[config.mk]
export PLATFORM = sky130hd
export DESIGN_NAME = rgt_runaway_guard_timer
export DESIGN_NICKNAME = d
export VERILOG_FILES = /design/src/hdl/rgt_pkg.sv /design/src/hdl/rgt_disable_seq.sv /design/src/hdl/rgt_runaway_guard_timer.sv
export SDC_FILE = /design/constraint.sdc
export NUM_CORES = 1
export LEC_CHECK = 0
export ABC_CLOCK_PERIOD_IN_PS = 1500
export BUFFER_PORTS_ARGS = -buffer_cell sky130_fd_sc_hd__buf_2
export CORE_MARGIN = 3
export CORE_UTILIZATION = 27
export CTS_CLUSTER_DIAMETER = 40
export CTS_CLUSTER_SIZE = 16
export DETAILED_ROUTE_END_ITERATION = 10
export GPL_ROUTABILITY_DRIVEN = 1
export GPL_TIMING_DRIVEN = 1
export PLACE_DENSITY = 0.57
export SETUP_SLACK_MARGIN = 0.5
export SLEW_MARGIN = 20
export SYNTH_ARGS = -nofsm -noshare
export SYNTH_HDL_FRONTEND = slang
export SYNTH_SLANG_ARGS = --single-unit
[constraint.sdc]
create_clock -name clock_in -period 1.5 [get_ports clock_in]
set_clock_uncertainty 0.05 [all_clocks]
set_input_delay 0.3 -clock clock_in [delete_from_list [all_inputs] [get_ports clock_in]]
set_output_delay 0.3 -clock clock_in [all_outputs]
set_load 0.005 [all_outputs]
[src/hdl/rgt_pkg.sv]
package rgt_pkg;

  // Counter geometry and reload value
  localparam int          RGT_CNT_W     = 16;
  localparam logic [15:0] RGT_CNT_LOAD  = 16'hffff;
  localparam logic [15:0] RGT_CNT_ZERO  = 16'h0000;

  // Reset pin pulse length in clock_in cycles
  localparam int          RGT_RST_PULSE = 4;

  // Flag reset values
  localparam logic        RGT_GEF_RST   = 1'b1;
  localparam logic        RGT_UF_RST    = 1'b0;

  // One-cycle instruction strobes from the CPU core
  typedef struct packed {
    logic restart;
    logic disable_guard;
    logic other;
  } rgt_instr_s;

  // Power mode events
  typedef struct packed {
    logic backup_entry;
    logic powerdown_entry;
  } rgt_power_s;

  typedef enum logic [1:0] {
    RGT_IDLE,
    RGT_ARMED
  } rgt_seq_e;

endpackage

[src/hdl/rgt_disable_seq.sv]
`timescale 1ns/100ps
module rgt_disable_seq
  import rgt_pkg::*;
(
  input  wire logic       clock_in,
  input  wire logic       resetn_in,
  input  wire logic       instr_valid_in,
  input  wire rgt_instr_s instr_in,
  output logic            clear_enable_out
);

  rgt_seq_e state;
  rgt_seq_e next_state;

  // Only an immediately following restart completes the sequence
  assign clear_enable_out = instr_valid_in && instr_in.restart && (state == RGT_ARMED);

  always_comb begin
    next_state = state;
    if (instr_valid_in) begin
      case (state)
        RGT_IDLE:  next_state = instr_in.disable_guard ? RGT_ARMED : RGT_IDLE;
        RGT_ARMED: next_state = instr_in.disable_guard ? RGT_ARMED : RGT_IDLE;
        default:   next_state = RGT_IDLE;
      endcase
    end
  end

  always_ff @(posedge clock_in) begin
    if (!resetn_in) begin
      state <= RGT_IDLE;
    end else begin
      state <= next_state;
    end
  end

endmodule // rgt_disable_seq

[src/hdl/rgt_runaway_guard_timer.sv]
`timescale 1ns/100ps
// Overview of operation
// [RULE1] After reset, counter loads all ones and decrements each instruction clock.
// [RULE2] Count pulse at zero underflows and sets the first underflow flag.
// [RULE3] Underflow with first flag set sets second flag and pulls reset low.
// [RULE4] Watchdog reset acts whenever guard enable flag is one.
// [RULE5] Disable then immediately restart clears the guard enable flag.
// [RULE6] Disable alone leaves the watchdog enabled and running.
// [RULE7] Reset and RAM back-up entry force guard enable to one.
// [RULE8] Restart with first flag set clears it and skips next instruction.
// [RULE9] Restart with first flag clear does not skip.
// [RULE10] Skip still works when the watchdog reset is disabled.
// [RULE11] Power-down entry reinitializes first flag and counter.
// [RULE12] After power-down return, the watchdog reset is active again.
// [RULE13] Software restarts within 65534 machine cycles.
// [RULE14] Software restarts just before entering power-down.
// [RULE15] Software without watchdog issues disable-restart after each power-down.
// [RULE16] After underflow the counter wraps to all ones and keeps counting.
module rgt_runaway_guard_timer
  import rgt_pkg::*;
#(
  parameter int CNT_W     = RGT_CNT_W,
  parameter int RST_PULSE = RGT_RST_PULSE
)
(
  input  wire logic       clock_in,
  input  wire logic       resetn_in,
  input  wire logic       inst_tick_in,
  input  wire logic       instr_valid_in,
  input  wire rgt_instr_s instr_in,
  input  wire rgt_power_s power_in,
  output logic            skip_next_out,
  output logic            reset_pin_out,
  output logic            reset_pin_oe_out,
  output logic            guard_enable_flag_out,
  output logic            first_underflow_flag_out,
  output logic            second_underflow_flag_out,
  output logic [CNT_W-1:0] runaway_counter_out
);

  ////////////////////////////////////////////////////////////////////////////
  // Load is cut from the 16-bit constant, so widths above 16 are not supported
  localparam logic [CNT_W-1:0] CNT_LOAD = CNT_W'(RGT_CNT_LOAD);
  localparam logic [CNT_W-1:0] CNT_ZERO = CNT_W'(RGT_CNT_ZERO);
  localparam logic [CNT_W-1:0] CNT_STEP = CNT_W'(1);
  logic [CNT_W-1:0]     runaway_counter;
  logic                 guard_enable_flag;
  logic                 first_underflow_flag;
  logic                 second_underflow_flag;
  logic [7:0]           pulse_cnt;
  logic                 clear_enable;
  logic                 restart_hit;
  logic                 underflow;
  logic                 fire;

  rgt_disable_seq u_seq (
    .clock_in         (clock_in),
    .resetn_in        (resetn_in),
    .instr_valid_in   (instr_valid_in),
    .instr_in         (instr_in),
    .clear_enable_out (clear_enable)
  );

  assign restart_hit = instr_valid_in && instr_in.restart;
  assign underflow   = inst_tick_in && (runaway_counter == CNT_ZERO); // RULE2
  // Second underflow only counts while the reset function is enabled
  assign fire        = underflow && first_underflow_flag && guard_enable_flag; // RULE3 RULE4

  ////////////////////////////////////////////////////////////////////////////
  always_ff @(posedge clock_in) begin
    if (!resetn_in || power_in.powerdown_entry) begin
      runaway_counter <= CNT_LOAD; // RULE1 RULE11
    end else if (inst_tick_in) begin
      runaway_counter <= runaway_counter - CNT_STEP; // RULE1 RULE16
    end
  end

  // Underflow set beats a same-cycle restart clear so no event is lost
  always_ff @(posedge clock_in) begin
    if (!resetn_in || power_in.powerdown_entry) begin
      first_underflow_flag <= RGT_UF_RST; // RULE11
    end else if (underflow) begin
      first_underflow_flag <= 1'b1; // RULE2
    end else if (restart_hit) begin
      first_underflow_flag <= 1'b0; // RULE8
    end
  end

  always_ff @(posedge clock_in) begin
    if (!resetn_in) begin
      guard_enable_flag <= RGT_GEF_RST; // RULE7
    end else if (power_in.backup_entry || power_in.powerdown_entry) begin
      guard_enable_flag <= 1'b1; // RULE7 RULE12
    end else if (clear_enable) begin
      guard_enable_flag <= 1'b0; // RULE5 RULE6
    end
  end

  // Pulse outlives the system reset it causes; counts down itself
  always_ff @(posedge clock_in) begin
    if (!resetn_in && pulse_cnt == 8'h00) begin
      second_underflow_flag <= 1'b0;
    end else if (fire) begin
      second_underflow_flag <= 1'b1; // RULE3
    end
  end

  // Any count that is not running falls to idle, so the pin starts released
  always_ff @(posedge clock_in) begin
    if (fire) begin
      pulse_cnt <= RST_PULSE[7:0]; // RULE3
    end else if (pulse_cnt != 8'h00) begin
      pulse_cnt <= pulse_cnt - 8'h01;
    end else begin
      pulse_cnt <= 8'h00;
    end
  end

  // Skip decision is independent of the enable flag
  assign skip_next_out             = restart_hit && first_underflow_flag; // RULE8 RULE9 RULE10
  assign reset_pin_out             = 1'b0;
  assign reset_pin_oe_out          = (pulse_cnt != 8'h00); // RULE3
  assign guard_enable_flag_out     = guard_enable_flag;
  assign first_underflow_flag_out  = first_underflow_flag;
  assign second_underflow_flag_out = second_underflow_flag;
  assign runaway_counter_out       = runaway_counter;

  ////////////////////////////////////////////////////////////////////////////
  property p_load;
    @(posedge clock_in) $rose(resetn_in) |-> runaway_counter == CNT_LOAD;
  endproperty
  a_load: assert property (p_load) else $error("counter not all ones after reset"); // RULE1

  property p_dec;
    @(posedge clock_in) disable iff (!resetn_in)
      inst_tick_in && !power_in.powerdown_entry && runaway_counter != CNT_ZERO
      |=> runaway_counter == $past(runaway_counter) - CNT_STEP;
  endproperty
  a_dec: assert property (p_dec) else $error("counter did not decrement"); // RULE1

  property p_uf;
    @(posedge clock_in) disable iff (!resetn_in)
      underflow && !power_in.powerdown_entry |=> first_underflow_flag;
  endproperty
  a_uf: assert property (p_uf) else $error("first flag not set"); // RULE2

  property p_wrap;
    @(posedge clock_in) disable iff (!resetn_in)
      underflow |=> runaway_counter == CNT_LOAD;
  endproperty
  a_wrap: assert property (p_wrap) else $error("no wrap after underflow"); // RULE16

  property p_fire;
    @(posedge clock_in) disable iff (!resetn_in)
      underflow && first_underflow_flag && guard_enable_flag
      |=> reset_pin_oe_out && second_underflow_flag && !reset_pin_out;
  endproperty
  a_fire: assert property (p_fire) else $error("watchdog reset missing"); // RULE3

  property p_nofire;
    @(posedge clock_in) disable iff (!resetn_in)
      !guard_enable_flag && pulse_cnt == 8'h00 |=> !reset_pin_oe_out;
  endproperty
  a_nofire: assert property (p_nofire) else $error("reset while disabled"); // RULE4

  property p_dis;
    @(posedge clock_in) disable iff (!resetn_in)
      instr_valid_in && instr_in.disable_guard ##1 instr_valid_in && instr_in.restart
      && !power_in.backup_entry && !power_in.powerdown_entry |=> !guard_enable_flag;
  endproperty
  a_dis: assert property (p_dis) else $error("disable sequence ignored"); // RULE5

  property p_alone;
    @(posedge clock_in) disable iff (!resetn_in)
      guard_enable_flag && !(instr_valid_in && instr_in.restart) |=> guard_enable_flag;
  endproperty
  a_alone: assert property (p_alone) else $error("enable lost without restart"); // RULE6

  property p_pwr;
    @(posedge clock_in) disable iff (!resetn_in)
      power_in.backup_entry || power_in.powerdown_entry |=> guard_enable_flag;
  endproperty
  a_pwr: assert property (p_pwr) else $error("enable not forced"); // RULE7

  property p_skip;
    @(posedge clock_in) disable iff (!resetn_in)
      restart_hit |-> skip_next_out == first_underflow_flag;
  endproperty
  a_skip: assert property (p_skip) else $error("wrong skip decision"); // RULE8

  property p_pd;
    @(posedge clock_in) disable iff (!resetn_in)
      power_in.powerdown_entry |=> !first_underflow_flag && runaway_counter == CNT_LOAD;
  endproperty
  a_pd: assert property (p_pd) else $error("power-down init missing"); // RULE11

  property p_noskip;
    @(posedge clock_in) disable iff (!resetn_in)
      restart_hit && !first_underflow_flag |-> !skip_next_out;
  endproperty
  a_noskip: assert property (p_noskip) else $error("skip without first flag"); // RULE9

  property p_skip_off;
    @(posedge clock_in) disable iff (!resetn_in)
      restart_hit && first_underflow_flag && !guard_enable_flag |-> skip_next_out;
  endproperty
  a_skip_off: assert property (p_skip_off) else $error("skip lost while disabled"); // RULE10

  property p_oe_src;
    @(posedge clock_in) disable iff (!resetn_in)
      $rose(reset_pin_oe_out) |-> $past(fire);
  endproperty
  a_oe_src: assert property (p_oe_src) else $error("reset pin pulled without fire"); // RULE3

  property p_stay_off;
    @(posedge clock_in) disable iff (!resetn_in)
      !guard_enable_flag && !power_in.backup_entry && !power_in.powerdown_entry
      |=> !guard_enable_flag;
  endproperty
  a_stay_off: assert property (p_stay_off) else $error("enable raised on its own"); // RULE7

  c_fire:   cover property (@(posedge clock_in) fire);
  c_skip:   cover property (@(posedge clock_in) skip_next_out && !guard_enable_flag);
  c_dis:    cover property (@(posedge clock_in) clear_enable);
  c_refuse: cover property (@(posedge clock_in)
    underflow && first_underflow_flag && !guard_enable_flag);
  c_pd:     cover property (@(posedge clock_in) power_in.powerdown_entry);

endmodule // rgt_runaway_guard_timer

==> results of run 1 <==
## cell families (layout without fill, tap and decap cells)
logic type                 Yosys count  after routing  share of synthesized area [%]
AOI/OAI and AO/OA                   14             14                           6.85
xor gates and xnor gates            16             16                           11.1
adders and majority gates            3              3                           2.98
buffers and inverters                7             79                           2.98
DFF                                 28             28                           44.4
muxes                                1              1                          0.794
other                                1              1                          0.297
and+or+nand+nor                     66             66                           30.6
## cell usage after synthesis, types with 4 or more instances
library cell	count	area share, %
sky130_fd_sc_hd__inv_1	4	1.2
sky130_fd_sc_hd__dfxtp_1	28	44
sky130_fd_sc_hd__nand3_1	5	2.0
sky130_fd_sc_hd__nor3_1	4	1.6
sky130_fd_sc_hd__xnor2_1	7	4.9
sky130_fd_sc_hd__nand4_1	4	2.0
sky130_fd_sc_hd__o21ai_0	6	2.4
sky130_fd_sc_hd__xor2_1	9	6.3
sky130_fd_sc_hd__nand2_1	15	4.5
sky130_fd_sc_hd__nor2_1	16	4.8
sky130_fd_sc_hd__and3_1	4	2.0
## area by class of cell
cell class / count / area, µm² / share of cell area [%]
clock inverters: 1 / 30.0 / 1.35
repair buffers: 71 / 648 / 29.2
well taps: 52 / 65.1 / 2.93
inverters: 4 / 15.0 / 0.677
flip-flops and latches: 28 / 607 / 27.4
multi-input cells: 101 / 812 / 36.6
clock buffers: 3 / 41.3 / 1.86
## timing repair
item	CTS	global route
gates resized for setup	71	20
cloned	0	0
setup buffers	13	13
setup endpoints to repair	46	46
pin swaps	15	3
## path summary, 6_finish.rpt
path	from	endpoint	slack [ns]	depth (start not counted)
hold / removal	power_in[1]	guard_enable_flag_out	0.16	2
setup / recovery	pulse_cnt[3]	reset_pin_oe_out	-0.05	3
setup reg to reg	runaway_counter_out[2]	pulse_cnt[3]	-0.01	5
hold reg to reg	pulse_cnt[0]	pulse_cnt[0]	0.39	1
## per-stage QoR
| stage | util, % | setup WS (ns) |
|---|---|---|
| 2_1_floorplan | - | 0.121 |
| 3_3_place_gp | 36.1 | 0.0358 |
| 3_5_place_dp | 36.1 | 0.0140 |
| 4_1_cts | 45.9 | -0.0645 |
| 5_1_grt | 49.9 | -0.0954 |
| 6_report | 49.9 | -0.0522 |
## placed cells by master (no fill, tap or decap), drive strengths merged, types with 2 or more instances in the layout
cell    count
buf        71
dfxtp      28
nor2       16
nand2      15
xor2        9
xnor2       7
o21ai       7
nand4       5
nand3       5
and3        4
inv         4
nor4        4
nor3        4
clkbuf      3
a21oi       3
ha          3
nor4b       2
nand2b      2
or3         2
nand3b      2
nor2b       2
## per-layer routing
| metal | vias up | routed length (µm) | track usage [%] |
|---|---|---|---|
| met5 | - | 0 | 0 |
| met4 | 0 | 12 | 1.78 |
| met3 | 2 | 171 | 3.65 |
| met2 | 31 | 1610 | 20.9 |
| met1 | 558 | 1410 | 15.2 |
| li1 | 615 | - | - |
## sequential cells by signal, summed over array words and instances (netlist names)
signal                     cells
second_underflow_flag_out      1
pulse_cnt                      8
runaway_counter_out           16
first_underflow_flag_out       1
u_seq.state                    1
guard_enable_flag_out          1
## power by group through the flow
stage	registers (W)	clock network, W	logic (W)
after floorplan	0.000767	0	0.0000228
after global placement	0.000767	0	0.0000451
after detailed placement	0.000767	0	0.0000457
after CTS	0.000746	0.000622	0.0000559
after global routing	0.000737	0.000649	0.0000732
final	0.000736	0.000598	0.0000671
## critical path: cells and delay by family (launching register included)
| kind | cells | cell delay, ns |
|---|---|---|
| flip-flops | 1 | 0.36 |
| buffers and inverters | 1 | 0.14 |
| AND/OR/NAND/NOR | 2 | 0.42 |
==> run summary, run 1 <==
RUN STATUS
----------------------------------------------------------------------------------------
Outcome                                                                     complete, but fails checks
Failing checks                                                              setup timing

CLOCK NETWORK
----------------------------------------------------------------------------------------
Clock Root Buffer                                                           sky130_fd_sc_hd__clkbuf_8
Clock latency on the worst-skew pair                                             0.28 ns
Clock tree from TritonCTS                                                            yes
Reg clk slew, reported paths                                                     0.10 ns
Cts hold-fix bufs                                                                      0
CTS H-tree lvls                                                                        1
Worst-case clock buffer depth                                                          2
Num CTS Buffers                                                                        3
Clock tree sinks                                                                      28

DIE
----------------------------------------------------------------------------------------
Top-level I/O count                                                                   31
Row Count                                                                             24
Die area                                                                     0.00553 mm²
Core Box Area                                                                0.00444 mm²
Initial core utilization                                                           28.4%
Die Ht                                                                           74.3 µm
Die width                                                                        74.3 µm

CRITICAL PATH
----------------------------------------------------------------------------------------
Worst stage delay on the critical path                                           0.36 ns
Category of the worst setup path launch point                                  flip-flop
Largest driver fanout on the critical path                                             2
CP Data Arrival Time                                                             1.20 ns
Worst path required time                                                         1.15 ns
Slowest stage cell, crit path                                               sky130_fd_sc_hd__dfxtp_4
CP cell instances                                                           nor4_4 -> nand3_2 -> buf_2
Capturing element type of the critical path                                 primary output
Category of the most critical setup path                                    flip-flop to primary output

SYNTH
----------------------------------------------------------------------------------------
Dominant synthesized flop cell                                              sky130_fd_sc_hd__dfxtp_1
Number of flops mapped to enable cells by yosys                                        0
Seq/Total Area, Yosys                                                              44.4%
Netlist area before placement                                                0.00126 mm²
Number of storage elements in the synthesis netlist                                   28
Number of distinct library cells after synthesis                                      35
Async S/R FF share, synth                                                             0%
Warnings from Yosys                                                                    0
Count of mapped cells out of synthesis                                               136
Number of nets produced by synthesis                                                 148
Post-synthesis area per instance                                                9.27 µm²

FINAL LAYOUT
----------------------------------------------------------------------------------------
Design area                                                                  0.00222 mm²
Layout cells sized above 1                                                         60.6%
Number of standard cells in the layout, taps in and fillers out                      260
Number of nets in the layout                                                         221
Filler cell count in the final layout                                                428
Count of antenna diodes in the layout                                                  0
Layout overhead on the synthesized area                                            75.9%

DETAILED ROUTING
----------------------------------------------------------------------------------------
Total wire length                                                                3.21 mm
Post-DRT Antenna Nets                                                                  0
Via total after detailed routing                                                   1,206
First-pass iteration count of the detailed router                                      4
Number of DRC markers after the initial detailed-route iteration                      29
Routed length per instance                                                       12.3 µm
DRC violations left                                                                    0
Drt via density                                                                     4.64

PLACED DESIGN
----------------------------------------------------------------------------------------
Count of buffers inserted at the top-level ports                                      28
Dpl cells                                                                            230
Placed standard-cell area                                                    0.00161 mm²
Detailed placement HPWL                                                          1.99 mm
Placer congestion estimate                                                         0.765

STA
----------------------------------------------------------------------------------------
Number of pins with negative max-slew slack in the final report                        0
Setup_tns                                                                     -0.0753 ns
Final critical path time including I/O delays and setup                          1.55 ns
Total of endpoints with negative setup slack in the final report                       7
Fmax                                                                             644 MHz
Hold slack                                                                      0.156 ns
Endpoints failing hold                                                                 0
RSZ-0062 raised after global routing                                                true
Worst Setup Slack, final                                                      -0.0522 ns
Portion of the clock cycle consumed by the worst path in the final layout           103%

GRT
----------------------------------------------------------------------------------------
Antenna violations before repair                                                       0
Largest net degree at the start of global routing                                     17
Global-route wire length before repair                                           5.18 mm
Vias in the first global route                                                     1,142
Overall Global Routing Usage                                                       12.1%
Final global-route overflow total                                                      0

POWER
----------------------------------------------------------------------------------------
P_sw                                                                          0.000275 W
Clock network power share                                                          42.7%
Comb pwr share                                                                      4.8%
Overall power after layout                                                     0.00140 W
Max rail drop VDD                                                               0.512 mV
Leak                                                                            0.997 nW
Power per unit of standard cell area                                          632 mW/mm²
Sequential share of power                                                          52.5%
Switching power as a share of total power                                          19.6%
Internal Power                                                                 0.00113 W

RUN
----------------------------------------------------------------------------------------
Max-cap viol count                                                                     0

HOLD PATH
----------------------------------------------------------------------------------------
Worst Hold Class                                                            primary input to flip-flop

Note: power is estimated with default switching activity, not from simulation.
==> run 2, diff against run 1 <==
--- a/config.mk
+++ b/config.mk
@@ -14,6 +14,7 @@
 export DETAILED_ROUTE_END_ITERATION = 10
 export GPL_ROUTABILITY_DRIVEN = 1
 export GPL_TIMING_DRIVEN = 1
+export MAX_ROUTING_LAYER = met4
 export PLACE_DENSITY = 0.57
 export SETUP_SLACK_MARGIN = 0.5
 export SLEW_MARGIN = 20
==> run summary, run 2 (synthesized netlist as in run 1, its figures left out) <==
DETAILED ROUTING
----------------------------------------------------------------------------------------
Number of DRC markers after the initial detailed-route iteration                      32   was 29
Drt via density                                                                     4.64   about the same
DRC violations left                                                                    0   unchanged
First-pass iteration count of the detailed router                                      4   unchanged
Via total after detailed routing                                                   1,210   was 1,206
Total wire length                                                                3.19 mm   was 3.21 mm
Routed length per instance                                                       12.2 µm   was 12.3 µm
Post-DRT Antenna Nets                                                                  0   unchanged

RUN STATUS
----------------------------------------------------------------------------------------
Outcome                                                                     complete, but fails checks   unchanged
Failing checks                                                              setup timing   unchanged

FINAL LAYOUT
----------------------------------------------------------------------------------------
Layout cells sized above 1                                                         60.3%   was 60.6%
Layout overhead on the synthesized area                                            72.7%   was 75.9%
Commonest non-fill, non-tap cells in the layout                             sky130_fd_sc_hd__buf_6, sky130_fd_sc_hd__buf_4, sky130_fd_sc_hd__dfxtp_2   was sky130_fd_sc_hd__buf_6, sky130_fd_sc_hd__buf_4, sky130_fd_sc_hd__nand2_1
Most common cell after layout, fill and taps aside                          sky130_fd_sc_hd__buf_6   unchanged
Count of antenna diodes in the layout                                                  0   unchanged
Filler cell count in the final layout                                                437   was 428
Design area                                                                  0.00218 mm²   was 0.00222 mm²
Largest register FFs                                                                  16   unchanged
Number of standard cells in the layout, taps in and fillers out                      261   was 260
Number of nets in the layout                                                         222   was 221

HOLD PATH
----------------------------------------------------------------------------------------
Worst Hold Class                                                            primary input to flip-flop   unchanged

PLACED DESIGN
----------------------------------------------------------------------------------------
Count of buffers inserted at the top-level ports                                      28   unchanged
Dpl cells                                                                            230   unchanged
Post-Place Setup Slack                                                         0.0140 ns   unchanged
Placed standard-cell area                                                    0.00161 mm²   unchanged
Detailed placement HPWL                                                          1.99 mm   unchanged
Placer congestion estimate                                                         0.775   was 0.765

POWER
----------------------------------------------------------------------------------------
Switching power as a share of total power                                          19.7%   was 19.6%
Overall power after layout                                                     0.00140 W   about the same
Max rail drop VDD                                                               0.512 mV   about the same
Leak                                                                            0.982 nW   was 0.997 nW
Clock network power share                                                          42.8%   was 42.7%
Power per unit of standard cell area                                          644 mW/mm²   was 632 mW/mm²
Comb pwr share                                                                      4.5%   was 4.8%
P_sw                                                                          0.000276 W   was 0.000275 W
Sequential share of power                                                          52.6%   was 52.5%
Internal Power                                                                 0.00113 W   about the same

CRITICAL PATH
----------------------------------------------------------------------------------------
Category of the worst setup path launch point                                  flip-flop   unchanged
Largest driver fanout on the critical path                                             2   unchanged
Reg2Reg Capture Point                                                       pulse_cnt[3]   unchanged
Depth of the worst register-to-register path                                           5   unchanged
CP Capture Point                                                            reset_pin_oe_out   unchanged
Worst path required time                                                         1.15 ns   about the same
Category of the most critical setup path                                    flip-flop to primary output   unchanged
Launch point of the worst reg-to-reg path                                   runaway_counter_out[2]   unchanged
Capturing element type of the critical path                                 primary output   unchanged
CP Data Arrival Time                                                             1.18 ns   was 1.20 ns
Start point of the critical path                                            pulse_cnt[6]   was pulse_cnt[3]
Worst setup slack for register-to-register paths                                    0 ns   was -0.01 ns

DIE
----------------------------------------------------------------------------------------
Row Count                                                                             24   unchanged
Die width                                                                        74.3 µm   unchanged
Top-level I/O count                                                                   31   unchanged
Core Box Area                                                                0.00444 mm²   unchanged
Initial core utilization                                                           28.4%   unchanged
Die Ht                                                                           74.3 µm   unchanged
Die area                                                                     0.00553 mm²   unchanged

RUN
----------------------------------------------------------------------------------------
Max-cap viol count                                                                     0   unchanged

CLOCK NETWORK
----------------------------------------------------------------------------------------
CTS H-tree lvls                                                                        1   unchanged
Clock latency on the worst-skew pair                                             0.28 ns   about the same
Clock Root Buffer                                                           sky130_fd_sc_hd__clkbuf_8   unchanged
Clock tree from TritonCTS                                                            yes   unchanged
Clock tree sinks                                                                      28   unchanged
Worst-case clock buffer depth                                                          2   unchanged
Cts hold-fix bufs                                                                      0   unchanged
Num CTS Buffers                                                                        3   unchanged
Reg clk slew, reported paths                                                     0.09 ns   was 0.10 ns

GRT
----------------------------------------------------------------------------------------
Overall Global Routing Usage                                                       12.4%   was 12.1%
Final global-route overflow total                                                      0   unchanged
Global-route wire length before repair                                           5.19 mm   was 5.18 mm
Largest net degree at the start of global routing                                     17   unchanged
Vias in the first global route                                                     1,142   unchanged
Antenna violations before repair                                                       0   unchanged

STA
----------------------------------------------------------------------------------------
Portion of the clock cycle consumed by the worst path in the final layout           102%   was 103%
Number of pins with negative max-slew slack in the final report                        0   unchanged
Worst Setup Slack, final                                                      -0.0321 ns   was -0.0522 ns
Fmax                                                                             653 MHz   was 644 MHz
Total of endpoints with negative setup slack in the final report                       1   was 7
Final critical path time including I/O delays and setup                          1.53 ns   was 1.55 ns
RSZ-0062 raised after global routing                                                true   unchanged
Setup_tns                                                                     -0.0321 ns   was -0.0753 ns
Endpoints failing hold                                                                 0   unchanged

## run 2: cell types whose count changed in the layout (fill, tap and decap cells not counted), sizes merged
cell	change
buf	+1
## run 2: worst min-delay path by stage
stage	to	from	cells after the start	slack (ns)
2_1_floorplan	guard_enable_flag_out	power_in[1]	1	0.34
3_3_place_gp	pulse_cnt[0]	pulse_cnt[0]	1	0.38
3_5_place_dp	pulse_cnt[0]	pulse_cnt[0]	1	0.38
4_1_cts	guard_enable_flag_out	power_in[1]	2	0.14
5_1_grt	guard_enable_flag_out	power_in[1]	2	0.14
6_report	guard_enable_flag_out	power_in[1]	2	0.15
## run 2: final cells by class
cell class	instances	area [µm²]	share of cell area, %
Multi-Input combinational cell	101	800	36.7
Timing Repair Buffer	72	622	28.5
Sequential cell	28	606	27.8
Tap cell	52	65.1	2.99
Clock buffer	3	41.3	1.90
Clock inverter	1	30.0	1.38
Inverter	4	15.0	0.689
## run 2: layer usage
metal | track usage [%] | part of all wire [%] | routed length (µm)
met5 | - | 0 | 0
met1 | 15.2 | 44 | 1400
met4 | 1.78 | 0.31 | 10
met2 | 21.0 | 51 | 1620
met3 | 3.51 | 5.1 | 161
## run 2: power by group through the flow
stage | sequential (W) | clock, W | combinational, W
finish | 0.000738 | 0.000601 | 0.0000636
global route | 0.000739 | 0.000651 | 0.0000697
CTS | 0.000746 | 0.000622 | 0.0000559
detailed placement | 0.000767 | 0 | 0.0000457
global placement | 0.000767 | 0 | 0.0000451
floorplan | 0.000767 | 0 | 0.0000228
## run 2: what timing repair did
action,CTS,global route
resized for setup,71,11
setup endpoints to repair,46,46
pin swaps,15,5
gates cloned,0,0
buffers inserted,13,14
## run 2: critical path: stages (launching register included)
cell	delay, ns
sky130_fd_sc_hd__dfxtp_2	0.35
sky130_fd_sc_hd__nor4_4	0.30
sky130_fd_sc_hd__nand3_2	0.12
sky130_fd_sc_hd__buf_2	0.15
## run 2: stage by stage
step                      hold slack [ns]  util [%]
after detailed placement            0.381      36.1
after global placement              0.379      36.1
after CTS                           0.144      45.9
after floorplan                     0.344         -
after global routing                0.141      49.0
final                               0.153      49.0
